**config.mk**
```make
export PLATFORM = sky130hd
export DESIGN_NAME = rpdc_ref_prescale
export DESIGN_NICKNAME = d
export VERILOG_FILES = /design/src/core/rpdc_pkg.sv /design/src/core/rpdc_ref_prescale.sv
export VERILOG_INCLUDE_DIRS = /design/src /design/src/core
export SDC_FILE = /design/constraint.sdc
export NUM_CORES = 1
export LEC_CHECK = 0
export BUFFER_PORTS_ARGS = -buffer_cell sky130_fd_sc_hd__buf_2
export CAP_MARGIN = 20
export CORE_MARGIN = 2
export CORE_UTILIZATION = 50
export CTS_CLUSTER_DIAMETER = 60
export DETAILED_ROUTE_END_ITERATION = 10
export PLACE_DENSITY = 0.67
export SLEW_MARGIN = 10
export SYNTH_ARGS = -nofsm -noshare
export SYNTH_HDL_FRONTEND = slang
export SYNTH_SLANG_ARGS = --single-unit
```
**constraint.sdc**
```tcl
create_clock -name clk -period 6.64 [get_ports clk]
set_input_delay 1.992 -clock clk [delete_from_list [all_inputs] [get_ports clk]]
set_output_delay 1.992 -clock clk [all_outputs]
set_load 0.05 [all_outputs]
```
**src/core/rpdc_map.svh**
```systemverilog
`ifndef RPDC_MAP_SVH
`define RPDC_MAP_SVH

// ----------------------------------------------------------------------------
// Register map
// ----------------------------------------------------------------------------
`define RPDC_ADDR_W        8
`define RPDC_CFG_BASE      8'h00
`define RPDC_CFG_STRIDE    8'h04
`define RPDC_SEL_STATUS    8'h10

// ----------------------------------------------------------------------------
// Configuration fields
// ----------------------------------------------------------------------------
`define RPDC_PRIO_BIT      24
`define RPDC_HOLD_N_BIT    22
`define RPDC_EN_N_BIT      21
`define RPDC_BYPASS_BIT    20
`define RPDC_RATIO_MSB     19
`define RPDC_RATIO_LSB     0
`define RPDC_CFG_RESET     32'h0050_0000
`define RPDC_CFG_MASK      32'h0177_ffff
`define RPDC_MIN_RATIO     20'h00002

`endif

```
**src/core/rpdc_pkg.sv**
```systemverilog
package rpdc_pkg;

  // Configuration fields held per reference
  typedef struct packed {
    logic        rank;
    logic        hold_n;
    logic        enable_n;
    logic        divider_bypass;
    logic [19:0] divide_ratio;
  } rpdc_cfg_t;

  // Reference selection result
  typedef struct packed {
    logic       valid;
    logic [1:0] index;
  } rpdc_sel_t;

endpackage : rpdc_pkg

```
**src/core/rpdc_ref_prescale.sv**
```systemverilog
`timescale 1ns/1ps
`include "rpdc_map.svh"


module rpdc_ref_prescale
  import rpdc_pkg::*;
#(
  parameter int NUM_REFS = 4
)(
  input  wire logic                    clk,
  input  wire logic                    rst_n,
  input  wire logic [`RPDC_ADDR_W-1:0] addr,
  input  wire logic [31:0]             wr_data,
  input  wire logic                    wr_en,
  input  wire logic                    rd_en,
  output logic      [31:0]             rd_data,
  input  wire logic [NUM_REFS-1:0]     ref_in,
  input  wire logic [NUM_REFS-1:0]     ref_valid,
  output logic      [NUM_REFS-1:0]     ref_out,
  output rpdc_sel_t                    ref_sel
);

  // --------------------------------------------------------------------------
  // Configuration registers
  // --------------------------------------------------------------------------
  // Register file and read path
  rpdc_cfg_t             cfg_q [NUM_REFS];
  logic [31:0]           rd_data_q;
  logic [31:0]           rd_mux;
  logic [NUM_REFS-1:0]   cfg_hit;
  logic                  status_hit;

  // Synchroniser stages and divided outputs
  logic [NUM_REFS-1:0]   meta_q;
  logic [NUM_REFS-1:0]   sync_q;
  logic [NUM_REFS-1:0]   prev_q;
  logic [NUM_REFS-1:0]   out_q;

  // Selection state
  logic                  first_rank_seen;
  rpdc_sel_t             sel_q;
  rpdc_sel_t             sel_d;

  // --------------------------------------------------------------------------
  // Field packing
  // --------------------------------------------------------------------------
  // Pack a config into the register word, reserved bits zero
  function automatic logic [31:0] cfg_word(input rpdc_cfg_t c);
    logic [31:0] w;
    w = 32'h0000_0000;
    w[`RPDC_PRIO_BIT]                   = c.rank;
    w[`RPDC_HOLD_N_BIT]                 = c.hold_n;
    w[`RPDC_EN_N_BIT]                   = c.enable_n;
    w[`RPDC_BYPASS_BIT]                 = c.divider_bypass;
    w[`RPDC_RATIO_MSB:`RPDC_RATIO_LSB]  = c.divide_ratio;
    return w & `RPDC_CFG_MASK;
  endfunction : cfg_word

  // Unpack a written word; reserved bits dropped
  function automatic rpdc_cfg_t word_cfg(input logic [31:0] w);
    rpdc_cfg_t c;
    c.rank           = w[`RPDC_PRIO_BIT];
    c.hold_n         = w[`RPDC_HOLD_N_BIT];
    c.enable_n       = w[`RPDC_EN_N_BIT];
    c.divider_bypass = w[`RPDC_BYPASS_BIT];
    c.divide_ratio   = w[`RPDC_RATIO_MSB:`RPDC_RATIO_LSB];
    return c;
  endfunction : word_cfg

  // --------------------------------------------------------------------------
  // Address decode
  // --------------------------------------------------------------------------
  // One-hot match of the configuration words
  always_comb
  begin
    cfg_hit = '0;
    for (int i = 0; i < NUM_REFS; i++)
    begin
      cfg_hit[i] = (addr == 8'(`RPDC_CFG_BASE + i * `RPDC_CFG_STRIDE));
    end
  end

  // Selection status word, read only
  assign status_hit = (addr == `RPDC_SEL_STATUS);

  // --------------------------------------------------------------------------
  // Register write path
  // --------------------------------------------------------------------------
  // Register writes; struct layout matches word bits 22:0 of the reset value, rank resets from word bit 23
  always_ff @(posedge clk or negedge rst_n)
  begin
    if (!rst_n)
    begin
      for (int i = 0; i < NUM_REFS; i++)
      begin
        cfg_q[i] <= rpdc_cfg_t'(24'(`RPDC_CFG_RESET));
      end
    end
    else
    begin
      for (int i = 0; i < NUM_REFS; i++)
      begin
        if (wr_en && cfg_hit[i])
        begin
          cfg_q[i] <= word_cfg(wr_data);
        end
      end
    end
  end

  // --------------------------------------------------------------------------
  // Register read path
  // --------------------------------------------------------------------------
  // Read decode; unmapped addresses read zero
  always_comb
  begin
    rd_mux = 32'h0000_0000;
    for (int i = 0; i < NUM_REFS; i++)
    begin
      if (cfg_hit[i])
      begin
        rd_mux = cfg_word(cfg_q[i]);
      end
    end
    if (status_hit)
    begin
      rd_mux = {29'h0000_0000, sel_q.valid, sel_q.index};
    end
  end

  // Read data stands the cycle after the strobe only
  always_ff @(posedge clk or negedge rst_n)
  begin
    if (!rst_n)
    begin
      rd_data_q <= 32'h0000_0000;
    end
    else if (rd_en)
    begin
      rd_data_q <= rd_mux;
    end
    else
    begin
      rd_data_q <= 32'h0000_0000;
    end
  end

  // --------------------------------------------------------------------------
  // Read data port
  // --------------------------------------------------------------------------
  // Registered read word, zero between reads
  assign rd_data = rd_data_q;

  // --------------------------------------------------------------------------
  // Reference synchronisers
  // --------------------------------------------------------------------------
  // Two flip-flops before any logic reads a reference pin
  always_ff @(posedge clk or negedge rst_n)
  begin
    if (!rst_n)
    begin
      meta_q <= '0;
      sync_q <= '0;
    end
    else
    begin
      meta_q <= ref_in;
      sync_q <= meta_q;
    end
  end

  // Previous synchronised level for rising edge detection
  always_ff @(posedge clk or negedge rst_n)
  begin
    if (!rst_n)
    begin
      prev_q <= '0;
    end
    else
    begin
      prev_q <= sync_q;
    end
  end

  // --------------------------------------------------------------------------
  // Dividers
  // --------------------------------------------------------------------------
  genvar g;
  generate
    for (g = 0; g < NUM_REFS; g++)
    begin : gen_div
      // Per-reference counter and shaping flop
      logic [19:0] cnt_q;
      logic [19:0] ratio;
      logic [19:0] cnt_nxt;
      logic [19:0] high_cnt;
      logic        rise;
      logic        div_q;

      // Ratios below the minimum act as the minimum
      assign ratio    = (cfg_q[g].divide_ratio < `RPDC_MIN_RATIO) ?
                        `RPDC_MIN_RATIO : cfg_q[g].divide_ratio;
      assign high_cnt = ratio - (ratio >> 1);
      assign rise     = sync_q[g] & ~prev_q[g];
      assign cnt_nxt  = (cnt_q >= ratio - 20'h00001) ? 20'h00000 : cnt_q + 20'h00001;

      // Count reference rising edges and shape the divided clock
      always_ff @(posedge clk or negedge rst_n)
      begin
        if (!rst_n)
        begin
          cnt_q    <= 20'h00000;
          div_q    <= 1'b0;
        end
        else if (cfg_q[g].divider_bypass)
        begin
          cnt_q    <= 20'h00000;
          div_q    <= sync_q[g];
        end
        else if (!cfg_q[g].hold_n)
        begin
          cnt_q    <= 20'h00000;
          div_q    <= 1'b1;
        end
        else if (cfg_q[g].enable_n)
        begin
          cnt_q    <= 20'h00000;
          div_q    <= 1'b0;
        end
        else if (rise)
        begin
          cnt_q    <= cnt_nxt;
          div_q    <= (cnt_nxt < high_cnt);
        end
      end

      // Each divided clock leaves straight from its flip-flop
      assign out_q[g] = div_q;
    end
  endgenerate

  // Divided or bypassed references
  assign ref_out = out_q;

  // --------------------------------------------------------------------------
  // Reference selection
  // --------------------------------------------------------------------------
  // Rank zero wins whenever a qualified reference carries it
  always_comb
  begin
    first_rank_seen = 1'b0;
    for (int i = 0; i < NUM_REFS; i++)
    begin
      if (ref_valid[i] && !cfg_q[i].rank)
      begin
        first_rank_seen = 1'b1;
      end
    end
  end

  // Lowest qualified index within the winning rank
  always_comb
  begin
    sel_d = '0;
    for (int i = NUM_REFS - 1; i >= 0; i--)
    begin
      if (ref_valid[i] && (cfg_q[i].rank != first_rank_seen))
      begin
        sel_d.valid = 1'b1;
        sel_d.index = 2'(i);
      end
    end
  end

  // Registered selection
  always_ff @(posedge clk or negedge rst_n)
  begin
    if (!rst_n)
    begin
      sel_q <= '0;
    end
    else
    begin
      sel_q <= sel_d;
    end
  end

  // --------------------------------------------------------------------------
  // Selection output
  // --------------------------------------------------------------------------
  // Selection leaves from its register
  assign ref_sel = sel_q;

endmodule : rpdc_ref_prescale

```
After elaboration in Yosys (flattened, before gate mapping)

Cells that the tools add are included.

ROM bits: 0
Flip-flop bits (word level): 227
Output and inout port bits: 39
Memories kept: 0
Latch bits: 0
Logic and storage cells: 149
Input bits: 52
Bits in writable memories: 0

Multiplexer cells: 54
Bitwise operators: 8
Add/subtract/negate cells: 12
Multiply operators: 0
Divide/modulo/power cells: 0
Reduce and logical (&&, ||, !) cells: 17
Shifts and indexed selects: 0
Order comparisons: 12
Eq/ne operators: 12

Operator list:

| kind                    | number |
|---|---|
| $mux W20                | 24 |
| $mux W32                | 5 |
| $add A20 B1 Y20 const B | 4 |
| $ge A20 B20 Y1          | 4 |
| $lt A20 B2 Y1 const B   | 4 |
| $lt A20 B20 Y1          | 4 |
| $sub A20 B1 Y20 const B | 4 |
| $sub A20 B19 Y20        | 4 |
| $mux W25                | 1 |
| $mux W1                 | 20 |
| $eq A8 B4 Y1 const B    | 2 |
| $ne A4 B3 Y1 const B    | 4 |
| $logic_and A1 B1 Y1     | 12 |
| $mux W3                 | 4 |
| $eq A8 B3 Y1 const B    | 1 |
| $eq A8 B5 Y1 const B    | 1 |
| $logic_not A8 Y1        | 1 |
| $and A1 B1 Y1           | 4 |
| $logic_not A1 Y1        | 4 |
| $ne A1 B1 Y1            | 4 |
| $not A1 Y1              | 4 |

Depth between registers and ports, before layout

Depth after elaboration: 12
Mapped depth: 33
Gate-level depth less buffers: 32

Worst setup path after synthesis

OpenSTA, ideal clock, no wires.

Kind: register to register
From: register cfg_q[57] (netlist name)
To: register gen_div[1].div_q
Clock period less this slack: 5.449 ns
Slack: 1.191 ns
Path buffers: 1
Arrival: 5.382 ns
Setup time: 0.067 ns
Required time: 6.573 ns
Cell stages (with the launch flop): 32
Path through: dfrtp_1 nor4_1 nand4_1 nor4_2 nand2b_1 ha_1 o21ai_0 nand2_1 nand2_1 a21boi_0 o21ai_0 a21boi_0 nand3_1 xnor2_1 ha_1 a21o_1 a21o_1 a21oi_1 o21a_1 o31ai_1 clkbuf_1 nor2_1 ha_1 a21oi_1 nor2b_1 o21ai_0 nand2b_1 a211oi_1 o21bai_1 a211oi_1 a21boi_1 a311o_1

Longest elaborated chain between the ends: 10
Elaborated cells between the ends (all ways): 11
Those cells by class: add/sub (2); order compare (3); mux (6)

RTL lines:

| element                         | RTL line                 | text |
|---|---|---|
| start, declared                 | rpdc_ref_prescale.sv:27  | `rpdc_cfg_t cfg_q [NUM_REFS];` |
| start signal, assigned by index | rpdc_ref_prescale.sv:96  | `` cfg_q[i] <= rpdc_cfg_t'(24'(`RPDC_CFG_RESET)); `` |
| start signal, assigned by index | rpdc_ref_prescale.sv:105 | `cfg_q[i] <= word_cfg(wr_data);` |
| $lt A20 B2 Y1 (no line)         | n/a                      |  |
| $mux W20 (*)                    | rpdc_ref_prescale.sv:201 | `` assign ratio = (cfg_q[g].divide_ratio < `RPDC_MIN_RATIO) ? `` |
| $sub A20 B1 Y20                 | rpdc_ref_prescale.sv:205 | `assign cnt_nxt = (cnt_q >= ratio - 20'h00001) ? 20'h00000 : cnt_q + 20'h00001;` |
| $ge A20 B20 Y1                  | rpdc_ref_prescale.sv:205 |  |
| $mux W20                        | rpdc_ref_prescale.sv:205 |  |
| $lt A20 B20 Y1 (*)              | rpdc_ref_prescale.sv:233 | `div_q <= (cnt_nxt < high_cnt);` |
| $mux W1 (*)                     | rpdc_ref_prescale.sv:230 | `else if (rise)` |
| $mux W1 (*)                     | rpdc_ref_prescale.sv:225 | `else if (cfg_q[g].enable_n)` |
| $mux W1 (*)                     | rpdc_ref_prescale.sv:220 | `else if (!cfg_q[g].hold_n)` |
| $mux W1 (*)                     | rpdc_ref_prescale.sv:215 | `else if (cfg_q[g].divider_bypass)` |
| end signal, assigned            | rpdc_ref_prescale.sv:218 | `div_q <= sync_q[g];` |
| end signal, assigned            | rpdc_ref_prescale.sv:233 |  |
| end, declared                   | rpdc_ref_prescale.sv:198 | `logic div_q;` |

Every way passes the cells marked *; elsewhere a longest branch is shown, timed or not. The select of a mux whose other input is x is not followed.
A chain may end at the register's enable or synchronous reset.

Worst setup path after layout

From: register cfg_q[40] (netlist name)
To: register gen_div[2].div_q

Longest elaborated chain between the ends: 10
Elaborated cells between the ends (all ways): 11
Those cells by class: add/sub (2); order compare (3); mux (6)

RTL lines:

| element                 | RTL line |
|---|---|
| $lt A20 B2 Y1 (no line) | n/a |
| $mux W20 (*)            | rpdc_ref_prescale.sv:201 |
| $sub A20 B1 Y20         | rpdc_ref_prescale.sv:205 |
| $ge A20 B20 Y1          | rpdc_ref_prescale.sv:205 |
| $mux W20                | rpdc_ref_prescale.sv:205 |
| $lt A20 B20 Y1 (*)      | rpdc_ref_prescale.sv:233 |
| $mux W1 (*)             | rpdc_ref_prescale.sv:230 |
| $mux W1 (*)             | rpdc_ref_prescale.sv:225 |
| $mux W1 (*)             | rpdc_ref_prescale.sv:220 |
| $mux W1 (*)             | rpdc_ref_prescale.sv:215 |
| end signal, assigned    | rpdc_ref_prescale.sv:218 |
| end signal, assigned    | rpdc_ref_prescale.sv:233 |
| end, declared           | rpdc_ref_prescale.sv:198 |

Marked as above.

==> results.md <==
* Synth cell types at 85
* Die Ht at between 200 and 250 µm
* I/O pin cnt at between 90 and 100
* Synth-to-layout area growth at 10.1%
* Worst IR drop on VDD at 325 µV
* Final number of hold-violating endpoints at 0
* CTS Hold Bufs at 0
* Top FF cell, synth: dfrtp_1
* DR iter-0 viols at 1042
* Worst-margin pin slew at between 1 and 1.5 ns
* Mean Syn Cell Area at 9.33 µm²
* DP Worst Slack at -0.185 ns
* Synth warn at 0
* PortBufs at 73
* Mux cell area share after synthesis at 0.0780
* Critical Path Source Type: flip-flop
* Antenna viol nets, final at 0
* WL/cell at approximately 19 µm
* CP endpoint kind: flip-flop
* Tot GR Track Use at 0.248
* Static Leakage at between 10 and 15 nW
* CTS root buf: clkbuf_16
* Full die area at between 40000 and 50000 µm²
* CP max-delay cell: dfrtp_1
* Pwr dens at around 240 nW/µm²
* Clk buf depth at 3
* Post-synth EDFFs at 0
* Width of the die at between 200 and 250 µm
* DP HPWL at between 40 and 50 mm
* Htree depth at 1
* RD Place Congestion at roughly 0.94
* Critical path class: reg -> reg
* Most common cell in the synthesized netlist: ha_1
* Ys async rst share at 1.00
* Commonest cells in the netlist: ha_1 (356), dfrtp_1 (210), inv_1 (178), nor2_1 (163), xnor2_1 (150)
* Synth top area share at 0.254
* Total core area at between 40000 and 50000 µm²
* TritonCTS clock tree: built
* Adder-cell share of the synthesized area at 0.219
* Combinational family with the most area after synthesis: adder cells
* Total CTS buffers at 27
* #FFs+latches synth at between 200 and 250
* Relative slew slack at 0.323
* DRT Pass-1 Iters at 5
* Final Max Slew Viols at 0
* Later-pin clock latency in the skew report at approximately 0.57 ns
* Critical Path Max Stage Delay at ~0.46 ns
* # rows at 74
* Dpl cell area at between 20000 and 25000 µm²
* RSZ-0062 raised after global routing: no
* Setup Buffers After CTS at 0
* Mapped Area at about 21000 µm²
* Layout Nets at around 2700
* Fmax at around 0.16 GHz
* Synth Area in Simple Gates at 0.141
* Final setup margin at between 0.3 and 0.4 ns
* Area leader, netlist: dfrtp_1
* Seq/Total Area, Yosys at 0.265
* Initial antenna violation count at 4
* Total gr overflow at 0
* Starting density of the core at 0.506
* Outcome: completed
* Vias at around 16000
* First-pass GRT wire length at between 80 and 90 mm
* Max-cap viol count at 0
* Share of post-route cells with drive strength above 1 at 0.152
* Vias per inst at 5.77
* Final wirelength at between 50 and 60 mm
* Required @ worst endpoint at between 7 and 8 ns
* Vias in the first global route at approximately 16000
* Hold Crit Class: reg -> reg
* Largest net degree at the start of global routing at 117
* Synth Area in Compound Gates at 0.146
* Total power at approximately 0.0054 W
* Final Skew at about 0.013 ns
* Final Cell Area at about 23000 µm²
* Min Tclk post-route at approximately 6.3 ns
* Clk sinks at 218
* Post-Synthesis Cells at 2215
* Fin crit share at 0.948
* Critical path fanouts, max at 20
* CP arrival at about 6.8 ns
* Setup-failing EPs final at 0
* Post-Synth XOR/XNOR Area at 0.0911
* Worst-path clk slew at ~0.060 ns
* DRC viols at 0
* Synth top area cells: dfrtp_1 (25%), ha_1 (22%), xnor2_1 (6.4%)
worst paths after layout:
| check | slack [ns] | from | cells after the start | end |
|---|---|---|---|---|
| max | 0.35 | cfg_q[40]$_DFFE_PN0P_ | 28 | gen_div[2].div_q$_DFFE_PN0P_ |
| min | 0.35 | meta_q[0]$_DFF_PN0_ | 0 | sync_q[0]$_DFF_PN0_ |
| max reg2reg | 0.35 | cfg_q[40]$_DFFE_PN0P_ | 28 | gen_div[2].div_q$_DFFE_PN0P_ |
| min reg2reg | 0.35 | meta_q[0]$_DFF_PN0_ | 0 | sync_q[0]$_DFF_PN0_ |
| max in group asynchronous | 4.00 | rst_n | 2 | cfg_q[33]$_DFFE_PN0P_ |
| min in group asynchronous | 1.46 | rst_n | 1 | gen_div[1].cnt_q[1]$_DFFE_PN0P_ |
registers in the layout (all words and copies together), names as in the netlist:
name	cells
prev_q	4
cfg_q	96
rd_data	23
sync_q	4
gen_div.cnt_q	80
ref_sel	3
meta_q	4
gen_div.div_q	4
layout make-up:
cell class	count	area [µm²]
diodes	5	12.5
clock buffers	37	783
multi-input cells	1699	14100
inverters	178	668
clock inverters	13	218
flip-flops and latches	218	5470
fillers	3605	18100
repair buffers	127	797
well taps	532	666
critical path, delay by kind of cell, from the launching register on:
family	cells	cell delay [ns]
AO/OA/AOI/OAI	13	2.72
buffers and inverters	1	0.09
adder cells (fa/ha/maj)	3	0.76
XOR/XNOR	1	0.22
AND/OR/NAND/NOR	10	1.91
flip-flops	1	0.46
per-stage QoR:
stage	std cells	utilization	setup TNS, ns	hold WS, ns
final	2809	0.557	0	0.345
after global routing	2808	0.557	0	0.351
after CTS	2804	0.554	0	0.348
after detailed placement	2754	0.529	-0.203	0.335
after global placement	2753	0.529	-0.0647	0.331
after floorplan	2223	-	0	0.331
timing repair:
| item | 4_1_cts | 5_1_grt |
|---|---|---|
| endpoints found under the setup margin | 2 | 4 |
| gates cloned | 0 | 0 |
| pin swaps | 0 | 1 |
| resized for setup | 3 | 32 |
metal layers:
metal  part of all wire  global-route usage  up-vias
met1               0.45               0.334     7909
li1                   -                   -     7871
met5                  0                   0        -
met3              0.036              0.0251       98
met4              0.035              0.0813        0
met2               0.48               0.417      321
cells by family (layout without fill, tap and decap cells):
kind of cell,count (synthesis),in the layout
buffers and inverters,306,355
AO/OA/AOI/OAI,424,424
adder cells (fa/ha/maj),360,360
other,1,14
AND/OR/NAND/NOR,571,571
multiplexers,120,120
flip-flops,218,218
XOR/XNOR,215,215
power breakdown:
group	internal (W)	switching (W)	leakage [nW]	total [W]
clock network	0.00103	0.000628	0.495	0.00165
logic	0.00100	0.00132	7.99	0.00232
registers	0.00136	0.0000411	2.95	0.00141
placed cells by master, fill, tap and decap left out, drive strengths merged, types with 58 or more instances in the layout:
master / count
a21o: 61
a21oi: 87
a22o: 61
buf: 127
dfrtp: 210
ha: 356
inv: 183
mux2: 98
nand2: 102
nand3: 58
nor2: 163
o21ai: 71
xnor2: 150
xor2: 65
Power figures use the tool's default switching activity.
